==> config.mk <==
export PLATFORM = sky130hd
export DESIGN_NAME = wdpc_config_port
export DESIGN_NICKNAME = d
export VERILOG_FILES = /design/src/wdpc_pkg.sv /design/src/wdpc_config_port.sv
export SDC_FILE = /design/constraint.sdc
export NUM_CORES = 1
export LEC_CHECK = 0
export ABC_CLOCK_PERIOD_IN_PS = 6400
export BUFFER_PORTS_ARGS = -buffer_cell sky130_fd_sc_hd__buf_2
export CORE_MARGIN = 1
export CORE_UTILIZATION = 64
export DETAILED_ROUTE_END_ITERATION = 7
export PLACE_DENSITY = 0.88
export SETUP_SLACK_MARGIN = 0.15
export SYNTH_ARGS = -nofsm -noshare
export SYNTH_HDL_FRONTEND = slang
export SYNTH_SLANG_ARGS = --single-unit
==> constraint.sdc <==
create_clock -name clk_sys -period 6.4 [get_ports clk_sys]
set_clock_uncertainty 0.05 [all_clocks]
set_input_delay 1.28 -clock clk_sys [delete_from_list [all_inputs] [get_ports clk_sys]]
set_output_delay 1.28 -clock clk_sys [all_outputs]
set_load 0.005 [all_outputs]
==> src/wdpc_pkg.sv <==
// Purpose: Constants and types for the watchdog plug-and-play configuration port
// Assumes: Host I/O cycles arrive already decoded into address, data and strobe
// Notes:   Register numbers are configuration indices; base offsets are 0 to 7
// Overview of operation
// RL1: Key 46h then 57h enters configuration
// RL2: Key 57h then 46h leaves configuration
// RL3: Index and data ports answer only in configuration
// RL4: Device selector at 7h, resets 01h
// RL5: Counter bytes at 38h-3ah and base+0-2
// RL6: Reload bytes 3bh-3dh, reset 00h 40h 00h
// RL7: Status 3eh read-write, control 3fh resets 03h
// RL8: Base address from 60h and 61h, eight-aligned
// RL9: Bit 0 of 30h activates the device
// RL10: Low nibble of 70h routes timeout event
// RL11: Codes 08h, 0dh-0fh drive no line
// RL12: F1h bit 4 enables port 80h reload
// RL13: F1h bits 3,1 write-hit window enables
// RL14: Window bases at F2h-F5h, reset zero
// RL15: Window masks at F6h, reset FFh
// RL16: Every trigger loads counter with reload value
// RL17: Read hits reload via bits 2 and 0
// RL18: Each window spans 1 to 16 bytes
// RL19: Mask bits release low address bits
// RL20: Broken key discarded, mode kept
package wdpc_pkg;
    localparam logic [15:0] CFG_PORT_ADDR   = 16'h0302;
    localparam logic [15:0] DATA_PORT_ADDR  = 16'h0303;
    localparam logic [15:0] POST_PORT_ADDR  = 16'h0080;
    localparam logic [7:0]  KEY_A           = 8'h46;
    localparam logic [7:0]  KEY_B           = 8'h57;
    localparam logic [7:0]  WDT_DEVICE_NUM  = 8'h01;
    // Configuration indices
    localparam logic [7:0]  IDX_LDN         = 8'h07;
    localparam logic [7:0]  IDX_ACTIVATE    = 8'h30;
    localparam logic [7:0]  IDX_CNT0        = 8'h38;
    localparam logic [7:0]  IDX_CNT1        = 8'h39;
    localparam logic [7:0]  IDX_CNT2        = 8'h3a;
    localparam logic [7:0]  IDX_RLD0        = 8'h3b;
    localparam logic [7:0]  IDX_RLD1        = 8'h3c;
    localparam logic [7:0]  IDX_RLD2        = 8'h3d;
    localparam logic [7:0]  IDX_STATUS      = 8'h3e;
    localparam logic [7:0]  IDX_CONTROL     = 8'h3f;
    localparam logic [7:0]  IDX_BASE_HI     = 8'h60;
    localparam logic [7:0]  IDX_BASE_LO     = 8'h61;
    localparam logic [7:0]  IDX_IRQ         = 8'h70;
    localparam logic [7:0]  IDX_SPARE_F0    = 8'hf0;
    localparam logic [7:0]  IDX_SRC_EN      = 8'hf1;
    localparam logic [7:0]  IDX_W1_LO       = 8'hf2;
    localparam logic [7:0]  IDX_W1_HI       = 8'hf3;
    localparam logic [7:0]  IDX_W2_LO       = 8'hf4;
    localparam logic [7:0]  IDX_W2_HI       = 8'hf5;
    localparam logic [7:0]  IDX_MASKS       = 8'hf6;
    // Reset values
    localparam logic [7:0]  RST_LDN         = 8'h01;
    localparam logic [23:0] RST_RELOAD      = 24'h004000;
    localparam logic [7:0]  RST_STATUS      = 8'h00;
    localparam logic [7:0]  RST_CONTROL     = 8'h03;
    localparam logic [7:0]  RST_MASKS       = 8'hff;
    // Field positions in reload_source_enable
    localparam int          POS_W1_RD       = 0;
    localparam int          POS_W1_WR       = 1;
    localparam int          POS_W2_RD       = 2;
    localparam int          POS_W2_WR       = 3;
    localparam int          POS_POST        = 4;
    localparam logic [3:0]  ROUTE_SMI       = 4'h2;

    typedef enum logic [1:0] {KEY_IDLE, KEY_GOT_ENTER, KEY_GOT_EXIT} wdpc_key_t;

    typedef struct packed {
        logic        cfg_mode;
        wdpc_key_t   key;
        logic [7:0]  index;
        logic [7:0]  logical_device_select;
        logic [7:0]  activate;
        logic [23:0] counter;
        logic [23:0] reload;
        logic [7:0]  status;
        logic [7:0]  control;
        logic [7:0]  base_hi;
        logic [7:0]  base_lo;
        logic [7:0]  irq_route;
        logic [7:0]  spare_f0;
        logic [7:0]  src_en;
        logic [15:0] win1_base;
        logic [15:0] win2_base;
        logic [7:0]  masks;
        logic [7:0]  rdata;
        logic        rvalid;
        logic        reload_pulse;
        logic [15:0] irq_lines;
        logic        smi;
    } wdpc_state_t;
endpackage : wdpc_pkg

==> src/wdpc_config_port.sv <==
// Purpose: Plug-and-play configuration front end of the watchdog
// Assumes: One decoded I/O cycle per io_valid pulse, inputs synchronous to clk_sys
// Notes:   The countdown engine is outside; it reports timeouts on timeout_evt
module wdpc_config_port
    import wdpc_pkg::*;
(
    input  wire logic        clk_sys,      // 200 MHz system clock
    input  wire logic        rst_n,        // Synchronous reset, active low
    input  wire logic        clk_en,       // Freezes all state while low
    input  wire logic        io_valid,     // One-cycle I/O cycle strobe
    input  wire logic        io_write,     // 1 write, 0 read
    input  wire logic [15:0] io_addr,      // I/O address
    input  wire logic [7:0]  io_wdata,     // Write data
    input  wire logic        timeout_evt,  // Counter expiry pulse from engine
    output logic      [7:0]  io_rdata,     // Read data, registered
    output logic             io_rvalid,    // Read answered this cycle
    output logic      [23:0] counter_value,// Current counter value
    output logic      [23:0] reload_value, // Programmed reload value
    output logic      [7:0]  timeout_control, // Control byte
    output logic      [7:0]  timeout_status,  // Status byte
    output logic             reload_pulse, // Counter was reloaded
    output logic             device_active,// Logical device switched on
    output logic      [15:0] irq_lines,    // Routed timeout, one per IRQ
    output logic             smi_out       // Routed timeout to SMI
);
    wdpc_state_t s_r;
    wdpc_state_t s_nxt;

    logic        wr;
    logic        rd;
    logic        cfg_hit;
    logic        data_hit;
    logic        base_hit;
    logic        win1_hit;
    logic        win2_hit;
    logic        dev_sel;
    logic        acc_en;
    logic        acc_we;
    logic [7:0]  acc_idx;
    logic [7:0]  acc_rd;
    logic        trigger;

    // Read mux over the indexed registers; unmapped indices read zero
    function automatic logic [7:0] reg_read(input wdpc_state_t s, input logic [7:0] idx);
        logic [7:0] v;
        v = 8'h00;
        if (idx == IDX_CNT0)          v = s.counter[7:0];
        else if (idx == IDX_CNT1)     v = s.counter[15:8];
        else if (idx == IDX_CNT2)     v = s.counter[23:16];
        else if (idx == IDX_RLD0)     v = s.reload[7:0];
        else if (idx == IDX_RLD1)     v = s.reload[15:8];
        else if (idx == IDX_RLD2)     v = s.reload[23:16];
        else if (idx == IDX_STATUS)   v = s.status;
        else if (idx == IDX_CONTROL)  v = s.control;
        else if (idx == IDX_ACTIVATE) v = s.activate;
        else if (idx == IDX_BASE_HI)  v = s.base_hi;
        else if (idx == IDX_BASE_LO)  v = s.base_lo;
        else if (idx == IDX_IRQ)      v = s.irq_route;
        else if (idx == IDX_SPARE_F0) v = s.spare_f0;
        else if (idx == IDX_SRC_EN)   v = s.src_en;
        else if (idx == IDX_W1_LO)    v = s.win1_base[7:0];
        else if (idx == IDX_W1_HI)    v = s.win1_base[15:8];
        else if (idx == IDX_W2_LO)    v = s.win2_base[7:0];
        else if (idx == IDX_W2_HI)    v = s.win2_base[15:8];
        else if (idx == IDX_MASKS)    v = s.masks;
        return v;
    endfunction : reg_read

    // Address decode of the incoming cycle
    always_comb
    begin
        wr       = io_valid && io_write;
        rd       = io_valid && !io_write;
        cfg_hit  = s_r.cfg_mode && (io_addr == CFG_PORT_ADDR);                 // [RL3]
        data_hit = s_r.cfg_mode && (io_addr == DATA_PORT_ADDR);                // [RL3]
        dev_sel  = (s_r.logical_device_select == WDT_DEVICE_NUM);                                // [RL4]
        // Low three base bits are forced to zero, so the block is always aligned
        base_hit = s_r.activate[0]
                   && (io_addr[15:3] == {s_r.base_hi, s_r.base_lo[7:3]});     // [RL8] [RL9]
        // Mask bit set releases that address bit; 1 to 16 bytes per window
        win1_hit = s_r.activate[0] && (io_addr[15:4] == s_r.win1_base[15:4])
                   && (((io_addr[3:0] ^ s_r.win1_base[3:0]) & ~s_r.masks[7:4]) == 4'h0); // [RL18]
        win2_hit = s_r.activate[0] && (io_addr[15:4] == s_r.win2_base[15:4])
                   && (((io_addr[3:0] ^ s_r.win2_base[3:0]) & ~s_r.masks[3:0]) == 4'h0); // [RL19]
        // Data port reaches device registers only for the watchdog selector
        acc_en   = 1'b0;
        acc_we   = 1'b0;
        acc_idx  = 8'h00;
        if (data_hit)
        begin
            acc_en  = 1'b1;
            acc_we  = wr;
            acc_idx = s_r.index;
            if (!dev_sel && (s_r.index != IDX_LDN))
            begin
                acc_en = 1'b0;
            end
        end
        else if (base_hit && !cfg_hit)
        begin
            acc_en  = 1'b1;
            acc_we  = wr;
            acc_idx = IDX_CNT0 + {5'h00, io_addr[2:0]};                        // [RL5]
        end
        acc_rd   = (acc_idx == IDX_LDN) ? s_r.logical_device_select : reg_read(s_r, acc_idx);
    end

    // Reload triggers: counter write, port 80h write, window hits
    always_comb
    begin
        trigger = 1'b0;
        if (io_valid && acc_en && acc_we
            && (acc_idx >= IDX_CNT0) && (acc_idx <= IDX_CNT2))
        begin
            trigger = 1'b1;                                                    // [RL5] [RL16]
        end
        if (wr && s_r.activate[0] && (io_addr == POST_PORT_ADDR)
            && s_r.src_en[POS_POST])
        begin
            trigger = 1'b1;                                                    // [RL12]
        end
        if (wr && ((win1_hit && s_r.src_en[POS_W1_WR]) || (win2_hit && s_r.src_en[POS_W2_WR])))
        begin
            trigger = 1'b1;                                                    // [RL13]
        end
        if (rd && ((win1_hit && s_r.src_en[POS_W1_RD]) || (win2_hit && s_r.src_en[POS_W2_RD])))
        begin
            trigger = 1'b1;                                                    // [RL17]
        end
    end

    // Next-state logic for the whole block
    always_comb
    begin
        s_nxt              = s_r;
        s_nxt.rvalid       = 1'b0;
        s_nxt.reload_pulse = 1'b0;
        s_nxt.irq_lines    = 16'h0000;
        s_nxt.smi          = 1'b0;
        // Key tracking on every config-port write; index also loads in cfg mode
        if (wr && (io_addr == CFG_PORT_ADDR))
        begin
            if (s_r.cfg_mode)
            begin
                s_nxt.index = io_wdata;                                        // [RL3]
            end
            if (!s_r.cfg_mode && (s_r.key == KEY_GOT_ENTER) && (io_wdata == KEY_B))
            begin
                s_nxt.cfg_mode = 1'b1;                                         // [RL1]
                s_nxt.key      = KEY_IDLE;
            end
            else if (s_r.cfg_mode && (s_r.key == KEY_GOT_EXIT) && (io_wdata == KEY_A))
            begin
                s_nxt.cfg_mode = 1'b0;                                         // [RL2]
                s_nxt.key      = KEY_IDLE;
            end
            else if (!s_r.cfg_mode && (io_wdata == KEY_A))
            begin
                s_nxt.key = KEY_GOT_ENTER;                                     // [RL1]
            end
            else if (s_r.cfg_mode && (io_wdata == KEY_B))
            begin
                s_nxt.key = KEY_GOT_EXIT;                                      // [RL2]
            end
            else
            begin
                s_nxt.key = KEY_IDLE;                                          // [RL20]
            end
        end
        // Reads: index port in cfg mode, data port and base block
        if (rd && cfg_hit)
        begin
            s_nxt.rdata  = s_r.index;                                          // [RL3]
            s_nxt.rvalid = 1'b1;
        end
        else if (rd && acc_en)
        begin
            s_nxt.rdata  = acc_rd;
            s_nxt.rvalid = 1'b1;
        end
        // Register writes; counter bytes are reload triggers, not stores
        if (wr && acc_en)
        begin
            if (acc_idx == IDX_LDN)           s_nxt.logical_device_select = io_wdata;            // [RL4]
            else if (acc_idx == IDX_ACTIVATE) s_nxt.activate = {7'h00, io_wdata[0]}; // [RL9]
            else if (acc_idx == IDX_RLD0)     s_nxt.reload[7:0] = io_wdata;    // [RL6]
            else if (acc_idx == IDX_RLD1)     s_nxt.reload[15:8] = io_wdata;   // [RL6]
            else if (acc_idx == IDX_RLD2)     s_nxt.reload[23:16] = io_wdata;  // [RL6]
            else if (acc_idx == IDX_STATUS)   s_nxt.status = io_wdata;         // [RL7]
            else if (acc_idx == IDX_CONTROL)  s_nxt.control = io_wdata;        // [RL7]
            else if (acc_idx == IDX_BASE_HI)  s_nxt.base_hi = io_wdata;        // [RL8]
            else if (acc_idx == IDX_BASE_LO)  s_nxt.base_lo = {io_wdata[7:3], 3'b000}; // [RL8]
            else if (acc_idx == IDX_IRQ)      s_nxt.irq_route = {4'h0, io_wdata[3:0]}; // [RL10]
            else if (acc_idx == IDX_SPARE_F0) s_nxt.spare_f0 = io_wdata;
            else if (acc_idx == IDX_SRC_EN)   s_nxt.src_en = {3'h0, io_wdata[4:0]}; // [RL12][RL13]
            else if (acc_idx == IDX_W1_LO)    s_nxt.win1_base[7:0] = io_wdata; // [RL14]
            else if (acc_idx == IDX_W1_HI)    s_nxt.win1_base[15:8] = io_wdata;// [RL14]
            else if (acc_idx == IDX_W2_LO)    s_nxt.win2_base[7:0] = io_wdata; // [RL14]
            else if (acc_idx == IDX_W2_HI)    s_nxt.win2_base[15:8] = io_wdata;// [RL14]
            else if (acc_idx == IDX_MASKS)    s_nxt.masks = io_wdata;          // [RL15]
        end
        // A reload uses the value held before this cycle's own reload write
        if (trigger)
        begin
            s_nxt.counter      = s_r.reload;                                   // [RL16]
            s_nxt.reload_pulse = 1'b1;
        end
        // Timeout routing; 08h and 0dh-0fh are silent codes
        if (timeout_evt)
        begin
            if (s_r.irq_route[3:0] == ROUTE_SMI)
            begin
                s_nxt.smi = 1'b1;                                              // [RL10]
            end
            else if ((s_r.irq_route[3:0] != 4'h0) && (s_r.irq_route[3:0] != 4'h8)
                     && (s_r.irq_route[3:0] < 4'hd))
            begin
                s_nxt.irq_lines[s_r.irq_route[3:0]] = 1'b1;                    // [RL10] [RL11]
            end
        end
        if (!clk_en)
        begin
            s_nxt = s_r;
        end
    end

    // State register with synchronous reset
    always_ff @(posedge clk_sys)
    begin
        if (!rst_n)
        begin
            s_r           <= '0;
            s_r.key       <= KEY_IDLE;
            s_r.logical_device_select       <= RST_LDN;                                          // [RL4]
            s_r.reload    <= RST_RELOAD;                                       // [RL6]
            s_r.status    <= RST_STATUS;                                       // [RL7]
            s_r.control   <= RST_CONTROL;                                      // [RL7]
            s_r.masks     <= RST_MASKS;                                        // [RL15]
        end
        else
        begin
            s_r <= s_nxt;
        end
    end

    // Outputs straight from the state register
    assign io_rdata        = s_r.rdata;
    assign io_rvalid       = s_r.rvalid;
    assign counter_value   = s_r.counter;
    assign reload_value    = s_r.reload;
    assign timeout_control = s_r.control;
    assign timeout_status  = s_r.status;
    assign reload_pulse    = s_r.reload_pulse;
    assign device_active   = s_r.activate[0];
    assign irq_lines       = s_r.irq_lines;
    assign smi_out         = s_r.smi;
endmodule : wdpc_config_port

==> results.json, run 1 <==
{
  "status": "finished clean",
  "fin_ws_ns": 1.618,
  "area.growth.synth_to_final_pct": 5.816,
  "layout.nets": 1269,
  "worst_slew_pin_slew_ns": 1.161,
  "synth-compound-area-share_pct": 14.22,
  "drc": 0,
  "critPathKind": "in2reg",
  "min_period_ns": 4.782,
  "grt-busiest-layer": "met2",
  "path_cells": "buf_2 > nor4_1 > nand4_1 > buf_4 > nor2_1 > a32oi_1 > and3_1 > o2111ai_4 > mux2i_1 > nor2_1",
  "fin_crit_sh_pct": 74.72,
  "vdd_drop_max_uv": 188.6,
  "synthesis.nets": 1285,
  "synth_area_um2": 10410,
  "tns_ns": 0,
  "p_per_area_nw_per_um2": 214.5,
  "required_ns": 6.66,
  "grt_use_total_pct": 44.49,
  "hpwl_mm": 26.04,
  "gr-usage-met2_pct": 65.75,
  "drive_gt1_share_pct": 16.37,
  "setup_viol": 0,
  "port_buffers": 121,
  "grt.overflow.total": 0,
  "root_buffer": "clkbuf_16",
  "holdPathStages": 1,
  "detail-route-antenna-nets": 0,
  "synth_fa_ha_area_share_pct": 0,
  "cts.clk_slew.worst_paths_ns": 0.07,
  "hold_buffers": 0,
  "clock_sinks": 181,
  "grt_pass1_wl_mm": 55.04,
  "r2r_cells": 9,
  "core-area_um2": 15890,
  "p_leak_nw": 4.472,
  "min_path_type": "reg2reg",
  "cp.arrival_ns": 5.04,
  "synth_commonest_cells": "181 x dfxtp_1, 181 x nor2_1, 133 x mux2i_1",
  "synth_top_family_by_area": "simple AND/OR/NAND/NOR gates",
  "globalplace.congestion": 1.037,
  "critical_path_buf_inv_count": 2,
  "antenna_found_initial": 0,
  "numCtsBuffers": 17,
  "post-place-ws_ns": 1.300,
  "met1_usage_pct": 61.81,
  "critPathCaptureType": "flip-flop",
  "placedCellCount": 1436,
  "fmax_mhz": 209.1,
  "initial_core_util_pct": 65.55,
  "clockBufferDepth": 2,
  "vias": 10192,
  "synthArstFlopShare_pct": 0,
  "hold_violations": 0,
  "drv_cap": 0,
  "first_global_vias": 9169,
  "synth_edf_count": 0,
  "wirelength_mm": 36.64,
  "cts_resized": 0,
  "slew_headroom_pct": 22.60,
  "cp_num_cells": 10,
  "ys_ff_latch": 181,
  "drtIter0Drc": 1697,
  "drt_first_pass_iters": 6,
  "fin_cells": 1468,
  "cp_max_fo": 25,
  "syn_inst": 1255,
  "crit_family": "simple AND/OR/NAND/NOR gates",
  "worst_path_max_delay_cell": "o2111ai_4",
  "syn_avg_cell_area_um2": 8.297,
  "fillers": 1326,
  "crit_path_start_kind": "input port",
  "use_met3_pct": 11.07,
  "yosys_warnings": 0,
  "cts_tree": "yes",
  "yosysUniqueCellTypes": 77,
  "grt_max_degree": 88,
  "synth_flop_cell": "dfxtp_1",
  "synth_area_leaders": "dfxtp_1 35%, mux2i_1 13%, buf_4 6.7%, nor2_1 6.5%, nand2_1 4.4%",
  "synth_top_area_share_pct": 34.80,
  "htree_levels": 4,
  "synth_xor_area_share_pct": 3.929,
  "die_x_um": 129.6,
  "cpMostUsedCell": "nor2_1",
  "dieArea_um2": 16780,
  "via_per_inst": 6.943,
  "synthMuxAreaShare_pct": 13.00,
  "ios": 122,
  "rows": 46,
  "synth_top_area_cell": "dfxtp_1",
  "utilization_pct": 69.36,
  "wl_per_cell_um": 24.96,
  "synth-simple-area-share_pct": 23.62,
  "total_power_mw": 2.363,
  "fp.dieH_um": 129.6,
  "post_cts_buffers": 0,
  "report.final.slew_viol_count": 0,
  "seq_area_frac_synth_pct": 34.80,
  "diodes": 0,
  "insertion_delay_ns": 0.45,
  "rsz0062_at_grt": "false",
  "max_stage_delay_ns": 0.90
}
-- power breakdown --
group,internal [mW],switching [mW]
Clock,0.628,0.504
Sequential,1.13,0.000258
Combinational,0.0240,0.0812
-- kinds of logic after synthesis --
kind of cell / count (synthesis)
compound gates: 210
simple gates: 497
buf+inv: 187
xor+xnor: 45
mux: 135
flops: 181
-- state kept, by name (all words and copies together), names as in the netlist --
name             count
reload_pulse         1
device_active        1
timeout_status       8
s_r                 89
io_rdata             8
io_rvalid            1
irq_lines           16
counter_value       24
smi_out              1
reload_value        24
timeout_control      8
-- path summary, 6_finish.rpt --
path               start                end  slack, ns
max          io_addr[12]  counter_value[13]       1.62
min             s_r[196]           s_r[197]       0.38
max reg2reg     s_r[197]  counter_value[13]       2.08
min reg2reg     s_r[196]           s_r[197]       0.38
-- metrics by stage --
step | hold WS, ns | area (µm²)
detailed placement | 0.3762 | 10400
global placement | 0.3727 | 10400
global route | 0.4163 | 11020
finish | 0.3823 | 11020
floorplan | 0.3644 | 10410
CTS | 0.3824 | 11020
-- cells in the final DEF (no fill, tap or decap), types with 7 or more instances in the layout --
master     count
nor2_1       181
dfxtp_1      181
mux2i_1      133
nand2_1      122
buf_2        121
a21oi_1       66
nand3_1       35
xnor2_1       31
nor3_1        24
nand4_1       23
nor4_1        22
and3_1        21
o21ai_0       19
clkbuf_16     17
buf_4         17
inv_1         12
xor2_1        12
nand2b_1      11
o22ai_1       11
a31oi_1       10
o2111ai_1      9
or4_1          8
o221ai_1       8
o211ai_1       8
a221oi_1       7
a211oi_1       7
-- layout make-up --
class	count	area, µm²	area share, %
clock buffer	18	429.2	3.895
clock inverter	14	186.4	1.692
timing repair buffer	138	733.2	6.655
tap	216	270.3	2.453
sequential	181	3623	32.89
multi-input combinational	887	5720	51.92
inverter	14	55.05	0.4997
-- metal layers --
layer	wire length, µm	up-vias
met5	0	-
met4	1664	0
met3	5087	136
met2	15400	870
met1	14480	4817
li1	-	4369
(Power assumes the default switching activity.)
==> run 2: changes to the inputs <==
Settings changed: ABC_CLOCK_PERIOD_IN_PS 6400 to 4700, CORE_UTILIZATION 64 to 59, PLACE_DENSITY 0.88 to 0.83.
Clock period 6.4 ns to 4.7 ns, I/O delays scaled along.
==> run 2 against run 1 <==
Via count is 1.4% lower. Design area up 3.1%. Critical path depth did not move. Combinational power is 39% higher. Largest cell class unchanged. Highest routed layer is now met5.
==> results.json, run 2 (same netlist as run 1, synthesis figures left out) <==
{
  "status": "finished clean",
  "p_per_area_nw_per_um2": 272.4,
  "vias": 10051,
  "utilization_pct": 65.88,
  "min_period_ns": 3.952,
  "fmax_mhz": 253.0,
  "vdd_drop_max_uv": 242.4,
  "path_cells": "buf_2 > nor4_1 > and4_1 > nor2_1 > a32oi_1 > nand2b_1 > o221ai_1 > a2111oi_0 > o221ai_1 > a21oi_1",
  "wl_per_cell_um": 24.37,
  "grt_use_total_pct": 40.97,
  "rows": 48,
  "grt_max_degree": 87,
  "clockBufferDepth": 2,
  "diodes": 0,
  "fin_crit_sh_pct": 84.08,
  "p_switching_uw": 805.7,
  "crit_family": "compound AO/OA/AOI/OAI gates",
  "largest_reg_flops": 89,
  "grt.overflow.total": 0,
  "crit_path_start_kind": "input port",
  "max_stage_delay_ns": 0.55,
  "insertion_delay_ns": 0.44,
  "cp_max_fo": 7,
  "port_buffers": 121,
  "cts_tree": "yes",
  "sw_frac_of_total_pct": 26.05,
  "worst_slew_pin_slew_ns": 0.8972,
  "tns_ns": 0,
  "grt_pass1_wl_mm": 55.10,
  "post_cts_buffers": 0,
  "layout.nets": 1315,
  "clock_sinks": 181,
  "drv_cap": 0,
  "cts_resized": 0,
  "wirelength_mm": 37.11,
  "report.final.slew_viol_count": 0,
  "critPathKind": "in2reg",
  "htree_levels": 4,
  "first_global_vias": 9170,
  "area.growth.synth_to_final_pct": 9.048,
  "p_comb_share_pct": 4.7,
  "core-area_um2": 17240,
  "placedCellCount": 1491,
  "dieArea_um2": 18180,
  "cpMostUsedCell": "o221ai_1",
  "hold_buffers": 0,
  "cp.arrival_ns": 4.28,
  "p_leak_nw": 4.695,
  "intPower_mw": 2.287,
  "drtIter0Drc": 1164,
  "ios": 122,
  "fin_cells": 1523,
  "critPathCaptureType": "flip-flop",
  "min_path_type": "reg2reg",
  "antenna_found_initial": 0,
  "numCtsBuffers": 17,
  "drt_first_pass_iters": 6,
  "die_x_um": 134.8,
  "cts.clk_slew.worst_paths_ns": 0.08,
  "setup_viol": 0,
  "seq_power_share_pct": 49.6,
  "regMostFlops": "s_r",
  "fin_ws_ns": 0.7480,
  "fp.dieH_um": 134.8,
  "fillers": 1525,
  "clockPowerShare_pct": 45.7,
  "globalplace.congestion": 1.055,
  "via_per_inst": 6.599,
  "required_ns": 5.02,
  "final_cell_mix": "181 x nor2_1, 181 x dfxtp_1, 133 x mux2i_1, 122 x nand2_1, 121 x buf_2",
  "drive_gt1_share_pct": 19.41,
  "detail-route-antenna-nets": 0,
  "drc": 0,
  "slew_headroom_pct": 40.19,
  "rsz0062_at_grt": "false",
  "initial_core_util_pct": 60.41,
  "worst_path_max_delay_cell": "a2111oi_0",
  "hold_violations": 0,
  "post-place-ws_ns": 0.4429,
  "critical_path_buf_inv_count": 1,
  "root_buffer": "clkbuf_16",
  "hpwl_mm": 27.32
}
-- run 2: changes by cell type in the layout (fill, tap and decap cells not counted), sizes merged --
cell      delta
bufinv       -3
clkinvlp     -1
inv          +1
clkinv       +3
buf         +46
-- run 2: final cells by class --
cell class	instances	area [µm²]	share of cell area (%)
Tap cell	225	281.5	2.479
Sequential cell	181	3623	31.91
Inverter	14	55.05	0.4849
Clock inverter	14	131.4	1.157
Multi-Input combinational cell	887	5720	50.38
Timing Repair Buffer	184	1104	9.719
Clock buffer	18	439.2	3.868
-- run 2: per-layer routing --
layer  vias to the layer above  share of wire, %  GRT usage, %
li1                       4461                 -             -
met1                      4786                42         55.95
met2                       688                41         57.90
met3                       114                13         13.18
met4                         2               4.3         19.23
met5                         -              0.14         2.222
-- run 2: worst paths after layout --
check	from	to	slack (ns)	cells after the start
max	io_addr[11]	io_rdata[6]	0.75	10
min reg2reg	s_r[196]	s_r[197]	0.41	1
min	s_r[196]	s_r[197]	0.41	1
max reg2reg	s_r[197]	io_rdata[6]	1.05	10
-- run 2: worst reg2reg max path, stage by stage, from the launching register on --
cell and delay [ns]:
dfxtp_1 0.38, buf_4 0.19, nor4b_1 0.33, and4_1 0.45
nor2_1 0.18, a32oi_1 0.44, nand2b_1 0.38, o221ai_1 0.24
a2111oi_0 0.55, o221ai_1 0.24, a21oi_1 0.16
-- run 2: power groups by stage --
| stage | clock, mW | combinational [mW] | sequential (mW) |
|---|---|---|---|
| finish | 1.41 | 0.146 | 1.53 |
| global route | 1.48 | 0.152 | 1.53 |
| CTS | 1.42 | 0.142 | 1.53 |
| detailed placement | 0 | 0.141 | 1.57 |
| global placement | 0 | 0.140 | 1.57 |
| floorplan | 0 | 0.0890 | 1.57 |
-- run 2: stage by stage --
stage	area [µm²]	hold WS (ns)	power, mW
2_1_floorplan	10410	0.3644	1.658
3_3_place_gp	10780	0.3838	1.708
3_5_place_dp	10780	0.3995	1.710
4_1_cts	11350	0.4142	3.092
5_1_grt	11350	0.4242	3.166
6_report	11350	0.4112	3.092
==> run 3: changes to the inputs <==
Settings changed: ABC_AREA set to 1, ABC_CLOCK_PERIOD_IN_PS 4700 to 3200, CORE_UTILIZATION 59 to 53, PLACE_DENSITY 0.83 to 0.79.
Clock period 4.7 ns to 3.2 ns, I/O delays scaled along.
==> run 3 against run 2 <==
The flow now finishes with violations (negative setup slack). First-iteration DRC count grew 20%. Sequential share of layout area fell by 3.8 points. Register-to-register slack got worse by 1.1 ns. Critical path type unchanged. Clock-buffer cell count fell by 1. Sequential power increased by 47%. Cell count is 27% higher. Synthesized area fell by 2.3%. Die area increased by 8.6%. Design area increased by 14%. Synthesized cell count grew 17%. Clock power is 47% higher.
==> results.json, run 3 <==
{
  "required_ns": 3.53,
  "numCtsBuffers": 17,
  "p_per_area_nw_per_um2": 354.3,
  "fp.dieH_um": 140.5,
  "largest_reg_flops": 89,
  "grt_use_total_pct": 37.48,
  "via_per_inst": 5.885,
  "post-place-ws_ns": -0.4998,
  "detail-route-antenna-nets": 0,
  "synth_commonest_cells": "236 x nand2_1, 189 x a21oi_1, 181 x dfxtp_1",
  "status": "finished, violations left",
  "ios": 122,
  "diodes": 0,
  "rsz0062_at_grt": "true",
  "cts_tree": "yes",
  "hold_slack_ns": 0.3743,
  "area.growth.synth_to_final_pct": 27.40,
  "synth_area_leaders": "dfxtp_1 36%, a21oi_1 9.3%, o21ai_0 8.8%, nand2_1 8.7%, buf_4 6.8%",
  "placedCellCount": 1871,
  "clockBufferDepth": 2,
  "clock_sinks": 181,
  "cp_max_fo": 7,
  "grt.overflow.total": 0,
  "layout.nets": 1711,
  "syn_inst": 1469,
  "timing.rr.start": "s_r[102]",
  "drtIter0Drc": 1393,
  "vias": 11340,
  "grt_pass1_wl_mm": 56.24,
  "dieArea_um2": 19750,
  "synthesis.nets": 1499,
  "initial_core_util_pct": 54.20,
  "port_buffers": 121,
  "violations": "negative setup slack",
  "critPathCaptureType": "flip-flop",
  "insertion_delay_ns": 0.45,
  "crit_path_start_kind": "input port",
  "fin_cells": 1927,
  "syn_avg_cell_area_um2": 6.925,
  "hold_buffers": 0,
  "globalplace.congestion": 1.005,
  "grt_max_degree": 57,
  "report.final.slew_viol_count": 0,
  "drc": 0,
  "use_met3_pct": 7.897,
  "drive_gt1_share_pct": 33.20,
  "setup_viol": 1,
  "met1_usage_pct": 48.80,
  "synth_edf_count": 0,
  "startpoint": "io_addr[15]",
  "layout_commonest_cell": "nand2_1",
  "slew_headroom_pct": 37.05,
  "synth_area_um2": 10170,
  "utilization_pct": 69.05,
  "hold_violations": 0,
  "fmax_mhz": 310.3,
  "wl_per_cell_um": 19.40,
  "wirelength_mm": 37.39,
  "seq_area_frac_synth_pct": 35.62,
  "min_path_type": "reg2reg",
  "hold_start": "irq_lines[2]",
  "ys_ff_latch": 181,
  "total_power_mw": 4.591,
  "htree_levels": 4,
  "antenna_found_initial": 0,
  "final_cell_mix": "200 x nand2_1, 191 x buf_4, 183 x a21oi_1, 168 x dfxtp_1, 155 x o21ai_0",
  "min_period_ns": 3.223,
  "synthArstFlopShare_pct": 0,
  "synth_top_area_cell": "dfxtp_1",
  "rows": 50,
  "grt-busiest-layer": "met2",
  "die_x_um": 140.5,
  "cp.arrival_ns": 3.56,
  "critPathKind": "in2reg",
  "fin_crit_sh_pct": 100.7,
  "drv_cap": 0,
  "yosysMostFrequentCell": "nand2_1",
  "yosys_warnings": 0,
  "fin_ws_ns": -0.02253,
  "cts.clk_slew.worst_paths_ns": 0.07,
  "p_leak_nw": 5.857,
  "worst_slew_pin_slew_ns": 0.9432,
  "drt_first_pass_iters": 7,
  "vdd_drop_max_uv": 376.0,
  "root_buffer": "clkbuf_16",
  "hpwl_mm": 27.00,
  "regMostFlops": "s_r",
  "yosysUniqueCellTypes": 46,
  "first_global_vias": 10208,
  "synth_flop_cell": "dfxtp_1",
  "gr-usage-met2_pct": 59.00,
  "synth_top_area_share_pct": 35.62,
  "core-area_um2": 18770
}
-- run 3: changes by cell type after synthesis, moves of 27 or more --
cell / before / now
a21oi_1: 66 / 189
inv_1: 13 / 144
mux2i_1: 133 / 0
nand2_1: 122 / 236
nand3_1: 35 / 65
nor2_1: 181 / 93
o21ai_0: 19 / 178
xnor2_1: 31 / 4
-- run 3: final timing paths --
kind              depth (start not counted)  slack (ns)            to
setup / recovery                         27       -0.02   io_rdata[6]
hold reg to reg                           2        0.37  irq_lines[2]
setup reg to reg                         28       -0.01   io_rdata[6]
hold / removal                            2        0.37  irq_lines[2]
-- run 3: cell type report --
class,instances,area (µm²)
tap,234,292.8
fill,1581,5808
clock inverter,14,138.9
sequential,181,3642
clock buffer,17,425.4
inverter,174,664.4
timing repair buffer,337,2377
multi-input combinational,970,5419
-- run 3: routing by layer --
layer	part of all wire (%)	vias to the layer above	routed length, µm
met5	0	-	0
met4	5.2	0	1945
met3	10	146	3723
met2	45	653	16660
met1	40	5247	15060
li1	-	5294	-
-- run 3: what timing repair did --
item,CTS,global route
gates cloned,0,5
gates resized for setup,41,139
endpoints found under the setup margin,34,140
pin swaps,16,37
setup buffers,8,12
hold endpoints to repair,0,0
-- run 3: critical path, stage by stage --
cell and delay, ns:
buf_2 0.13, nor2_1 0.13, nand2_2 0.10, nor2_4 0.20, buf_6 0.14, nand4_4 0.12
nand3_4 0.12, nand2_2 0.07, o21ai_2 0.07, nand2_2 0.10, nor2_4 0.23, buf_6 0.15
nand2_4 0.07, buf_4 0.14, inv_1 0.08, nand2_1 0.11, nand4_1 0.14, nand2_1 0.11
nand2_1 0.08, nand2_1 0.08, nand2_1 0.07, nand2_1 0.08, nand2_1 0.07, nand2_1 0.05
nand3_1 0.10, nand2_1 0.08, a21oi_2 0.10
-- run 3: where the power goes --
group          internal (mW)  switching, mW
clock network           1.03           1.04
logic                 0.0912          0.186
registers               2.25   0.0000000123
total                   3.37           1.22
-- run 3: logic make-up after synthesis --
group / synth area share (%)
flip-flops: 35.62
AO/OA/AOI/OAI: 24.72
XOR/XNOR: 0.6027
buffers and inverters: 15.50
AND/OR/NAND/NOR: 23.55
-- run 3: per-stage QoR --
stage	cell area [µm²]	TNS (ns)
after floorplan	10170	0
after global placement	11660	-17.24
after detailed placement	11660	-23.00
after CTS	12420	0
after global routing	12960	-0.4902
final	12960	-0.02253
